--- src/rtl/kps_pkg.sv ---
// What this block does
// - set column mask bit stops that column detecting
// - column mask at 03H, bits 0-5, rest zero
// - host mode waits for start command
// - start command clears both results, starts debounce
// - up to three keys, fields 4:0, 9:5, 14:10
// - zero field means no key, unused fields zero
// - all fields zero means nothing pressed
// - over four keys: error bit, fields 31
// - first column-masked, second also per-key masked
// - reading a result register clears it
// - results at 00H and 01H, error bit 15
// - key number is five times column-1 plus row
// - control bit picks automatic or host start
// - after debounce load results, release irq, hold
// - result read during hold restarts hold time
// - detection rearms only on read after hold
package kps_pkg;

    localparam int NUM_COLS = 6;
    localparam int NUM_ROWS = 5;
    localparam int NUM_KEYS = 30;
    localparam int KEY_W    = 5;
    localparam int REG_W    = 16;
    localparam int ADDR_W   = 5;
    localparam int COUNT_W  = 3;

    // *****************************************************
    // register map
    // *****************************************************
    localparam logic [4:0] ADDR_SCAN_RESULT   = 5'h00;
    localparam logic [4:0] ADDR_STATUS_RESULT = 5'h01;
    localparam logic [4:0] ADDR_COLUMN_MASK   = 5'h03;
    localparam logic [4:0] ADDR_SCAN_START    = 5'h04;
    localparam logic       PAGE_DATA          = 1'h0;
    localparam logic       PAGE_CTRL          = 1'h1;

    localparam int ERR_BIT = 15;
    localparam logic [4:0]  KEY_ERROR_CODE    = 5'h1F;
    localparam logic [4:0]  KEY_NONE          = 5'h00;
    localparam logic [2:0]  ERROR_COUNT       = 3'h4;
    localparam logic [2:0]  COUNT_SAT         = 3'h5;
    localparam logic [5:0]  COLUMN_MASK_RESET = 6'h00;
    localparam logic [15:0] RESULT_RESET      = 16'h0000;

    // *****************************************************
    // timing
    // *****************************************************
    localparam int CLK_FREQ_KHZ     = 25000;
    localparam int DEBOUNCE_TIME_US = 1000;
    localparam int HOLD_TIME_US     = 100;
    localparam int DEBOUNCE_CYCLES  =
        (DEBOUNCE_TIME_US * CLK_FREQ_KHZ + 999) / 1000;
    localparam int HOLD_CYCLES      =
        (HOLD_TIME_US * CLK_FREQ_KHZ + 999) / 1000;

    typedef struct packed {
        logic        wr;
        logic        rd;
        logic        page;
        logic [4:0]  addr;
        logic [15:0] wdata;
    } kps_reg_req_type;

    typedef struct packed {
        logic [4:0] third;
        logic [4:0] second;
        logic [4:0] first;
    } kps_keys_type;

    typedef enum logic [4:0] {
        ST_IDLE      = 5'h01,
        ST_WAIT_HOST = 5'h02,
        ST_DEBOUNCE  = 5'h04,
        ST_HOLD      = 5'h08,
        ST_REARM     = 5'h10
    } kps_state_type;

endpackage

--- src/rtl/kps_encode.sv ---
`timescale 1ns/10ps
module kps_encode
    import kps_pkg::*;
#(
    parameter int N_KEYS = NUM_KEYS
) (
    input  wire logic [N_KEYS-1:0]  keys_in,
    output kps_keys_type            keys_out,
    output logic [COUNT_W-1:0]      count_out
);

    // *****************************************************
    // priority pack of pressed keys
    // *****************************************************
    always_comb begin
        logic [COUNT_W-1:0] n;
        n = '0;
        keys_out = '{third: KEY_NONE, second: KEY_NONE,
                     first: KEY_NONE};
        // lowest key number fills the lowest field
        for (int i = 0; i < N_KEYS; i++) begin
            if (keys_in[i]) begin
                if (n == 3'h0) begin
                    keys_out.first = KEY_W'(i + 1);
                end else if (n == 3'h1) begin
                    keys_out.second = KEY_W'(i + 1);
                end else if (n == 3'h2) begin
                    keys_out.third = KEY_W'(i + 1);
                end
                if (n != COUNT_SAT) begin
                    n = n + 3'h1;
                end
            end
        end
        count_out = n;
    end

endmodule

--- src/rtl/kps_top.sv ---
`timescale 1ns/10ps
module kps_top
    import kps_pkg::*;
#(
    parameter int DEBOUNCE_CYCLES_P = DEBOUNCE_CYCLES,
    parameter int HOLD_CYCLES_P     = HOLD_CYCLES
) (
    input  wire logic                CLK_SYS,
    input  wire logic                RST_B,
    input  wire logic [NUM_KEYS-1:0] KEY_PRESS,
    input  wire logic [NUM_KEYS-1:0] PER_KEY_MASK,
    input  wire logic                HOST_START_SELECT,
    input  wire logic                KEY_IRQ_DISABLE,
    input  kps_reg_req_type          REG_REQ,
    output logic [REG_W-1:0]         REG_RDATA,
    output logic                     REG_RVALID,
    output logic                     KEY_IRQ_N_A,
    output logic [4:0]               SCANNER_STATE
);

    localparam int CNT_MAX = (DEBOUNCE_CYCLES_P > HOLD_CYCLES_P) ?
                             DEBOUNCE_CYCLES_P : HOLD_CYCLES_P;
    localparam int CNT_W   = $clog2(CNT_MAX + 1);

    // *****************************************************
    // declarations
    // *****************************************************
    logic [NUM_KEYS-1:0] key_meta_r;
    logic [NUM_KEYS-1:0] key_sync_r;
    logic [NUM_KEYS-1:0] col_en;
    logic [NUM_KEYS-1:0] scan_vec;
    logic [NUM_KEYS-1:0] status_vec;
    logic [5:0]          col_mask_r;
    logic [15:0]         scan_res_r;
    logic [15:0]         status_res_r;
    logic [15:0]         scan_word;
    logic [15:0]         status_word;
    logic [15:0]         rdata_nxt;
    logic [15:0]         rdata_r;
    logic                rvalid_r;
    logic                irq_n_r;
    logic [CNT_W-1:0]    cnt_r;
    logic                cnt_clr;
    kps_state_type       state_r;
    kps_state_type       state_nxt;
    kps_keys_type        scan_keys;
    kps_keys_type        status_keys;
    logic [COUNT_W-1:0]  scan_count;
    logic [COUNT_W-1:0]  status_count;
    logic                press_any;
    logic                scan_err;
    logic                start_cmd;
    logic                mask_wr;
    logic                rd_scan;
    logic                rd_status;
    logic                rd_any;
    logic                deb_done;
    logic                hold_done;
    logic                hold_restart;
    logic                load_pulse;

    // *****************************************************
    // key pin synchroniser
    // *****************************************************
    always_ff @(posedge CLK_SYS) begin
        if (!RST_B) begin
            key_meta_r <= '0;
            key_sync_r <= '0;
        end else begin
            key_meta_r <= KEY_PRESS;
            key_sync_r <= key_meta_r;
        end
    end

    // *****************************************************
    // key filtering
    // *****************************************************
    for (genvar c = 0; c < NUM_COLS; c++) begin : g_col
        assign col_en[c*NUM_ROWS +: NUM_ROWS] =
            {NUM_ROWS{~col_mask_r[c]}};
    end

    assign scan_vec   = key_sync_r & col_en;
    assign status_vec = scan_vec & ~PER_KEY_MASK;
    assign press_any  = |scan_vec;

    kps_encode #(
        .N_KEYS    (NUM_KEYS)
    ) u_enc_scan (
        .keys_in   (scan_vec),
        .keys_out  (scan_keys),
        .count_out (scan_count)
    );

    kps_encode #(
        .N_KEYS    (NUM_KEYS)
    ) u_enc_status (
        .keys_in   (status_vec),
        .keys_out  (status_keys),
        .count_out (status_count)
    );

    // the error decision is taken on the column-masked set so
    // that both registers flag it together
    assign scan_err = scan_count > ERROR_COUNT;
    assign scan_word = scan_err ?
        {1'h1, {3{KEY_ERROR_CODE}}} : {1'h0, scan_keys};
    assign status_word = scan_err ?
        {1'h1, {3{KEY_ERROR_CODE}}} : {1'h0, status_keys};

    // *****************************************************
    // register access decode
    // *****************************************************
    assign start_cmd = REG_REQ.wr && REG_REQ.page == PAGE_CTRL &&
                       REG_REQ.addr == ADDR_SCAN_START;
    assign mask_wr   = REG_REQ.wr && REG_REQ.page == PAGE_CTRL &&
                       REG_REQ.addr == ADDR_COLUMN_MASK;
    assign rd_scan   = REG_REQ.rd && REG_REQ.page == PAGE_DATA &&
                       REG_REQ.addr == ADDR_SCAN_RESULT;
    assign rd_status = REG_REQ.rd && REG_REQ.page == PAGE_DATA &&
                       REG_REQ.addr == ADDR_STATUS_RESULT;
    assign rd_any    = rd_scan || rd_status;

    always_ff @(posedge CLK_SYS) begin
        if (!RST_B) begin
            col_mask_r <= COLUMN_MASK_RESET;
        end else if (mask_wr) begin
            col_mask_r <= REG_REQ.wdata[5:0];
        end
    end

    // *****************************************************
    // scan sequencer
    // *****************************************************
    assign deb_done  = cnt_r == CNT_W'(DEBOUNCE_CYCLES_P - 1);
    assign hold_done = cnt_r == CNT_W'(HOLD_CYCLES_P - 1);
    assign hold_restart = state_r == ST_HOLD && rd_any;
    assign load_pulse   = state_r == ST_DEBOUNCE && deb_done;

    always_comb begin
        state_nxt = state_r;
        unique case (state_r)
            ST_IDLE: begin
                if (press_any) begin
                    state_nxt = HOST_START_SELECT ?
                        ST_WAIT_HOST : ST_DEBOUNCE;
                end
            end
            ST_WAIT_HOST: begin
                if (start_cmd) begin
                    state_nxt = ST_DEBOUNCE;
                end
            end
            ST_DEBOUNCE: begin
                if (deb_done) begin
                    state_nxt = ST_HOLD;
                end
            end
            ST_HOLD: begin
                if (!rd_any && hold_done) begin
                    state_nxt = ST_REARM;
                end
            end
            ST_REARM: begin
                if (rd_any) begin
                    state_nxt = ST_IDLE;
                end
            end
        endcase
    end

    always_ff @(posedge CLK_SYS) begin
        if (!RST_B) begin
            state_r <= ST_IDLE;
        end else begin
            state_r <= state_nxt;
        end
    end

    // one counter serves both debounce and hold; it restarts on
    // every state change
    assign cnt_clr = state_nxt != state_r || hold_restart;

    always_ff @(posedge CLK_SYS) begin
        if (!RST_B) begin
            cnt_r <= '0;
        end else if (cnt_clr) begin
            cnt_r <= '0;
        end else if (cnt_r != CNT_W'(CNT_MAX)) begin
            cnt_r <= cnt_r + CNT_W'(1);
        end
    end

    // *****************************************************
    // result registers
    // *****************************************************
    // a fresh load wins over a clearing read in the same cycle
    always_ff @(posedge CLK_SYS) begin
        if (!RST_B) begin
            scan_res_r <= RESULT_RESET;
        end else if (load_pulse) begin
            scan_res_r <= scan_word;
        end else if (start_cmd || rd_scan) begin
            scan_res_r <= RESULT_RESET;
        end
    end

    always_ff @(posedge CLK_SYS) begin
        if (!RST_B) begin
            status_res_r <= RESULT_RESET;
        end else if (load_pulse) begin
            status_res_r <= status_word;
        end else if (start_cmd || rd_status) begin
            status_res_r <= RESULT_RESET;
        end
    end

    // *****************************************************
    // read data and outputs
    // *****************************************************
    always_comb begin
        rdata_nxt = RESULT_RESET;
        if (rd_scan) begin
            rdata_nxt = scan_res_r;
        end else if (rd_status) begin
            rdata_nxt = status_res_r;
        end else if (REG_REQ.page == PAGE_CTRL &&
                     REG_REQ.addr == ADDR_COLUMN_MASK) begin
            rdata_nxt = {10'h000, col_mask_r};
        end
    end

    always_ff @(posedge CLK_SYS) begin
        if (!RST_B) begin
            rdata_r  <= RESULT_RESET;
            rvalid_r <= 1'h0;
        end else begin
            rdata_r  <= REG_REQ.rd ? rdata_nxt : RESULT_RESET;
            rvalid_r <= REG_REQ.rd;
        end
    end

    // irq is low while a press waits for or is in debounce
    always_ff @(posedge CLK_SYS) begin
        if (!RST_B) begin
            irq_n_r <= 1'h1;
        end else begin
            irq_n_r <= KEY_IRQ_DISABLE ||
                !(state_nxt == ST_WAIT_HOST ||
                  state_nxt == ST_DEBOUNCE);
        end
    end

    assign REG_RDATA     = rdata_r;
    assign REG_RVALID    = rvalid_r;
    assign KEY_IRQ_N_A   = irq_n_r;
    assign SCANNER_STATE = state_r;
endmodule

--- config.mk ---
export PLATFORM = sky130hd
export DESIGN_NAME = kps_top
export DESIGN_NICKNAME = d
export VERILOG_FILES = /design/src/rtl/kps_pkg.sv /design/src/rtl/kps_encode.sv /design/src/rtl/kps_top.sv
export SDC_FILE = /design/constraint.sdc
export NUM_CORES = 1
export LEC_CHECK = 0
export ABC_AREA = 1
export BUFFER_PORTS_ARGS = -buffer_cell sky130_fd_sc_hd__buf_4
export CORE_ASPECT_RATIO = 1.1
export CORE_MARGIN = 2
export CORE_UTILIZATION = 30
export DETAILED_ROUTE_END_ITERATION = 16
export GPL_TIMING_DRIVEN = 0
export PLACE_DENSITY = 0.44
export SLEW_MARGIN = 0
export SYNTH_ARGS = -nofsm -noshare
export SYNTH_HDL_FRONTEND = slang
export SYNTH_SLANG_ARGS = --single-unit
--- constraint.sdc ---
create_clock -name CLK_SYS -period 30 [get_ports CLK_SYS]
set_input_delay 1.5 -clock CLK_SYS [delete_from_list [all_inputs] [get_ports CLK_SYS]]
set_output_delay 1.5 -clock CLK_SYS [all_outputs]
set_load 0.01 [all_outputs]
==> results of run 1 <==
[sequential cells by signal, summed over array words and instances (netlist names)]
register	flops
cnt_r	15
SCANNER_STATE	5
KEY_IRQ_N_A	1
key_meta_r	30
col_mask_r	6
key_sync_r	30
REG_RVALID	1
status_res_r	16
scan_res_r	16
REG_RDATA	16
[worst max-delay path, delay by kind of cell]
| family | cells | cell delay (ns) |
|---|---|---|
| AND/OR/NAND/NOR | 42 | 4.63 |
| AO/OA/AOI/OAI | 16 | 3.74 |
| XOR/XNOR | 11 | 3.18 |
| adder cells (fa/ha/maj) | 10 | 2.93 |
| buffers and inverters | 22 | 2.06 |
[final cells by class]
class	count	area [sq um]
buffer	21	130.1
clock buffer	17	425.4
clock inverter	15	177.7
fill	5450	31200
inverter	405	1525
multi-input combinational	1906	10200
sequential	136	2723
tap	645	807.0
timing repair buffer	99	743.2
[worst min path at each step]
stage	startpoint	to	slack, ns	cells past startpoint
global placement	key_meta_r[27]	key_sync_r[27]	0.40	2
detailed placement	key_meta_r[26]	key_sync_r[26]	0.40	2
CTS	key_meta_r[26]	key_sync_r[26]	0.42	2
global route	key_meta_r[1]	key_sync_r[1]	0.43	2
floorplan	key_meta_r[0]	key_sync_r[0]	0.39	2
finish	key_meta_r[26]	key_sync_r[26]	0.41	2
[through the flow]
stage                     utilization, %  hold WS (ns)  instance area, sq um  cells  power (mW)
after floorplan                        -        0.3905                 14580   2468      0.5495
after global placement             33.65        0.4003                 16130   3212      0.6503
after detailed placement           33.65        0.3999                 16130   3212      0.6536
after CTS                          34.91        0.4157                 16730   3244      0.8683
after global routing               34.91        0.4306                 16730   3244      0.9416
final                              34.91        0.4113                 16730   3244      0.8635
[power groups by stage]
| stage | Clock [mW] | Combinational, mW | Sequential [mW] |
|---|---|---|---|
| final | 0.212 | 0.463 | 0.188 |
| after CTS | 0.217 | 0.464 | 0.188 |
| after detailed placement | 0 | 0.462 | 0.192 |
| after floorplan | 0 | 0.358 | 0.191 |
| after global routing | 0.226 | 0.527 | 0.188 |
| after global placement | 0 | 0.459 | 0.192 |
[cells in the mapped netlist (35+ instances only)]
cell type | number | area, sq um
nand3_2 | 40 | 400.4
nor2_2 | 35 | 219.0
nand2_2 | 95 | 594.3
o21ai_1 | 37 | 185.2
nor2_1 | 260 | 975.9
a21oi_1 | 105 | 525.5
ha_1 | 46 | 575.6
dfxtp_1 | 136 | 2723
inv_2 | 55 | 206.5
nand4_1 | 67 | 419.2
inv_1 | 337 | 1265
nand2_1 | 670 | 2515
nand3_1 | 195 | 975.9
nor3_1 | 49 | 245.2
o21ai_0 | 67 | 335.3
[kinds of logic (layout without fill, tap and decap cells)]
logic type / after synthesis / count (layout) / share of synthesized area (%)
adder cells (fa/ha/maj): 48 / 48 / 4.223
flip-flops: 136 / 136 / 18.68
AO/OA/AOI/OAI: 343 / 343 / 14.77
AND/OR/NAND/NOR: 1486 / 1486 / 48.02
XOR/XNOR: 29 / 29 / 2.953
buffers and inverters: 426 / 557 / 11.36
[metal layers]
| layer | routed length [um] | share of wire, % | vias to the layer above | track usage (%) |
|---|---|---|---|---|
| li1 | - | - | 8250 | - |
| met1 | 21910 | 47 | 7061 | 23.53 |
| met2 | 22790 | 49 | 250 | 33.25 |
| met3 | 1291 | 2.8 | 34 | 1.525 |
| met4 | 731 | 1.6 | 0 | 4.167 |
| met5 | 0 | 0 | - | 0 |
==> results.py, run 1 <==
metrics = {
    "synth": {
        "synth_cell_types": 71,
        "syn-instance-count": 2468,
        "async_reset_ff_share_pct": 0,
        "synth_fp_nets": 2604,
        "synth_seq_area_share_pct": 18.68,
        "synthFlopType": "dfxtp_1",
        "yosys_warnings": 0,
        "synth.avg_cell_area_sq_um": 5.906,
        "ys_ff_latch": 136,
        "synth_edf_count": 0,
        "synth_area_sq_um": 14580,
    },
    "clocking": {
        "htreeDepth": 4,
        "cts_tree": "built",
        "post-cts-setup-buffer-count": 0,
        "clkSinkCount": 136,
        "ctsLongestPathBuffers": 2,
        "cts_resized": 0,
        "path_clk_slew_ns": 0.07,
        "clock_latency_ns": 0.43,
        "cts_buffers": 17,
        "hold_buffers": 0,
        "root_buffer": "clkbuf_16",
    },
    "timing": {
        "setup_ws_ns": 12.19,
        "tightestPinTransition_ns": 0.8383,
        "final_hold_viol_count": 0,
        "drv_slew": 0,
        "skew_ns": 0.009715,
        "period_share_pct": 59.36,
        "max_freq_mhz": 56.16,
        "maxSlewHeadroom_pct": 42.67,
        "tns_ns": 0,
        "finalSetupViolCount": 0,
        "period_needed_ns": 17.81,
        "rsz0062_at_grt": "false",
    },
    "finish": {
        "n_antenna_cell": 0,
        "final_cell_mix": "670 x nand2_1, 337 x inv_1, 260 x nor2_1, 195 x nand3_1, 136 x dfxtp_1",
        "layout_commonest_cell": "nand2_1",
        "syn_to_final_growth_pct": 14.77,
        "nNetsFinal": 2722,
        "drive_gt1_share_pct": 17.78,
    },
    "drt": {
        "drt-initial-drc-count": 883,
        "avgRoutedWirePerCell_um": 14.40,
        "via_count": 15600,
        "detail-route-antenna-nets": 0,
        "vias_per_cell": 4.807,
        "drcViolationCount": 0,
        "wl_mm": 46.73,
        "firstDrtPassIters": 5,
    },
    "pwr": {
        "combPwrFrac_pct": 53.7,
        "p_per_area_nw_per_um2": 51.61,
        "ir_drop_v": 0.00003674,
        "p_int_mw": 0.4478,
        "swShare_pct": 48.14,
        "p_leak_nw": 8.252,
        "clkPwrFrac_pct": 24.6,
        "power_switching_mw": 0.4156,
        "p_seq_share_pct": 21.7,
    },
    "floorplanning": {
        "rows": 84,
        "io_pins": 111,
        "die_w_um": 214.2,
        "die_y_um": 235.2,
        "start_util_pct": 30.41,
        "die_area_sq_um": 50370,
        "core_sq_um": 47930,
    },
    "worst_setup_path": {
        "r2r_end": "status_res_r[14]",
        "end_kind": "register",
        "timing.critical_path.mode_cell": "nand2_1",
        "slowest_delay_ns": 0.68,
        "worst-r2r-setup-slack_ns": 12.32,
        "reg2reg_from": "col_mask_r[0]",
        "worstPathRequired_ns": 30.31,
        "slowest_stage": "a2111oi_0",
        "reg2reg_depth": 100,
        "cp_data_arrival_time_ns": 18.11,
        "crit_path_end": "status_res_r[14]",
        "crit_start": "PER_KEY_MASK[2]",
        "critical_path_class": "in -> reg",
        "path_max_fanout": 6,
        "startpoint_type": "input pin",
    },
    "global_routing": {
        "antenna_found_initial": 1,
        "grt_pass1_vias": 14740,
        "overflow": 0,
        "grt_pass1_wl_mm": 75.38,
        "grtUsageTotal_pct": 18.35,
        "grt_max_degree": 17,
    },
    "run_status": {
        "status": "complete, no violations",
    },
    "placed_design": {
        "port_buffers": 99,
        "place_ws_ns": 11.51,
        "dp_hpwl_mm": 40.16,
        "place_congestion": 0.8531,
    },
    "hold_path": {
        "hold_path_class": "reg -> reg",
    },
    "run": {
        "cap_violations": 0,
    },
}
Note: power is estimated with default switching activity, not from simulation.
==> run 2, diff against run 1 <==
clock period = 17.2 ns   (was 30 ns; I/O delays follow)
==> results.py, run 2 (same netlist as run 1, synthesis figures left out) <==
metrics = {
    "worst_setup_path": {
        "critical_path_class": "reg -> reg",
        "worstPathRequired_ns": 17.50,
        "worst-r2r-setup-slack_ns": 1.61,
        "slowest_delay_ns": 0.47,
        "slowest_stage": "fa_2",
        "startpoint_type": "register",
        "reg2reg_depth": 119,
        "timing.critical_path.mode_cell": "nand2_1",
        "cp_data_arrival_time_ns": 15.88,
        "r2r_end": "status_res_r[4]",
        "end_kind": "register",
        "reg2reg_from": "key_sync_r[2]",
        "path_max_fanout": 6,
    },
    "timing": {
        "maxSlewHeadroom_pct": 39.43,
        "finalSetupViolCount": 0,
        "final_hold_viol_count": 0,
        "setup_ws_ns": 1.614,
        "skew_ns": 0.009154,
        "hold_ws_ns": 0.4112,
        "max_freq_mhz": 64.16,
        "tightestPinTransition_ns": 0.9052,
        "period_share_pct": 90.62,
        "drv_slew": 0,
        "period_needed_ns": 15.59,
    },
    "placed_design": {
        "place_ws_ns": -0.7451,
        "place_congestion": 0.8531,
        "port_buffers": 99,
        "place_inst": 3212,
        "place_area_sq_um": 16130,
        "dp_hpwl_mm": 40.16,
    },
    "drt": {
        "detail-route-antenna-nets": 0,
        "via_count": 15690,
        "avgRoutedWirePerCell_um": 14.45,
        "vias_per_cell": 4.802,
        "drt-initial-drc-count": 786,
        "firstDrtPassIters": 6,
        "drcViolationCount": 0,
        "wl_mm": 47.23,
    },
    "clocking": {
        "cts_tree": "built",
        "cts_buffers": 17,
        "clkSinkCount": 136,
        "clock_latency_ns": 0.43,
        "ctsLongestPathBuffers": 2,
        "htreeDepth": 4,
        "hold_buffers": 0,
        "root_buffer": "clkbuf_16",
        "path_clk_slew_ns": 0.06,
    },
    "finish": {
        "layout.cells.non_filler": 3268,
        "largestRegisters": "key_meta_r: 30 flops, key_sync_r: 30 flops",
        "n_antenna_cell": 0,
        "drive_gt1_share_pct": 19.98,
        "syn_to_final_growth_pct": 18.00,
        "fill_cells": 5414,
        "final_area_sq_um": 17200,
        "final_cell_mix": "660 x nand2_1, 332 x inv_1, 256 x nor2_1, 194 x nand3_1, 134 x dfxtp_1",
        "layout_commonest_cell": "nand2_1",
        "final_util_pct": 35.89,
        "nNetsFinal": 2746,
    },
    "global_routing": {
        "antenna_found_initial": 1,
        "top_usage_layer": "met2",
        "grt_pass1_vias": 14730,
        "met1_usage_pct": 23.53,
        "grtUsageTotal_pct": 18.36,
        "grt_pass1_wl_mm": 75.38,
        "met3_usage_pct": 1.525,
        "grt_max_degree": 17,
        "met2_usage_pct": 33.26,
        "overflow": 0,
    },
    "pwr": {
        "ir_drop_v": 0.00006472,
        "p_leak_nw": 8.400,
        "p_per_area_nw_per_um2": 89.87,
    },
    "hold_path": {
        "holdCritStartpoint": "key_meta_r[26]",
        "holdPathStages": 2,
        "holdPathEnd": "key_sync_r[26]",
        "hold_path_class": "reg -> reg",
    },
    "floorplanning": {
        "die_w_um": 214.2,
        "rows": 84,
        "die_y_um": 235.2,
        "start_util_pct": 30.41,
        "die_area_sq_um": 50370,
        "io_pins": 111,
        "core_sq_um": 47930,
    },
    "run": {
        "cap_violations": 0,
    },
    "run_status": {
        "status": "complete, no violations",
    },
}
## run 2: cell count changes in the layout (fill, tap and decap cells not counted), sizes merged
cell | before | now
buf | 105 | 129
inv | 404 | 405
clkinv | 13 | 12
## run 2: critical path: cells and delay by family, from the launching register on
| family | cells | cell delay, ns |
|---|---|---|
| AO/OA/AOI/OAI | 23 | 3.22 |
| XOR/XNOR | 5 | 0.97 |
| adder cells (fa/ha/maj) | 10 | 2.56 |
| buffers and inverters | 28 | 2.60 |
| flip-flops | 1 | 0.38 |
| AND/OR/NAND/NOR | 53 | 5.62 |
## run 2: worst max path at each step
stage | endpoint | start | slack (ns)
finish | status_res_r[4] | key_sync_r[2] | 1.61
global route | status_res_r[2] | key_sync_r[2] | -0.06
floorplan | status_res_r[2] | PER_KEY_MASK[2] | 1.79
global placement | status_res_r[14] | col_mask_r[0] | -0.46
CTS | status_res_r[14] | key_sync_r[2] | 0.006
detailed placement | status_res_r[14] | col_mask_r[0] | -0.75
## run 2: timing repair
action | 4_1_cts | 5_1_grt
pin swaps | 0 | 24
buffers inserted | 0 | 24
gates cloned | 0 | 0
endpoints found under the setup margin | 15 | 15
gates resized for setup | 8 | 58
## run 2: power by group
| group | internal, mW | leakage [nW] | total (mW) | switching [mW] |
|---|---|---|---|---|
| Combinational | 0.273 | 7.00 | 0.847 | 0.574 |
| Sequential | 0.323 | 1.11 | 0.327 | 0.00387 |
| Clock | 0.208 | 0.291 | 0.371 | 0.163 |
| Total | 0.804 | 8.40 | 1.55 | 0.742 |
## run 2: area by class of cell
type | count | area [sq um] | area share (%)
tap | 645 | 807.0 | 4.692
multi-input combinational | 1906 | 10480 | 60.94
clock buffer | 17 | 425.4 | 2.473
buffer | 21 | 130.1 | 0.7565
timing repair buffer | 123 | 923.4 | 5.368
clock inverter | 15 | 177.7 | 1.033
sequential | 136 | 2728 | 15.86
inverter | 405 | 1528 | 8.882
## run 2: stage by stage
stage                     TNS (ns)  power (mW)
after floorplan                  0      0.9585
after global placement      -4.441       1.134
after detailed placement    -8.376       1.140
after CTS                        0       1.515
after global routing       -0.1516       1.681
final                            0       1.546
## run 2: routing by layer
| layer | wire, um | vias to the layer above |
|---|---|---|
| met1 | 22130 | 7095 |
| met4 | 792 | 0 |
| met2 | 23150 | 248 |
| met5 | 0 | - |
| li1 | - | 8308 |
| met3 | 1156 | 41 |
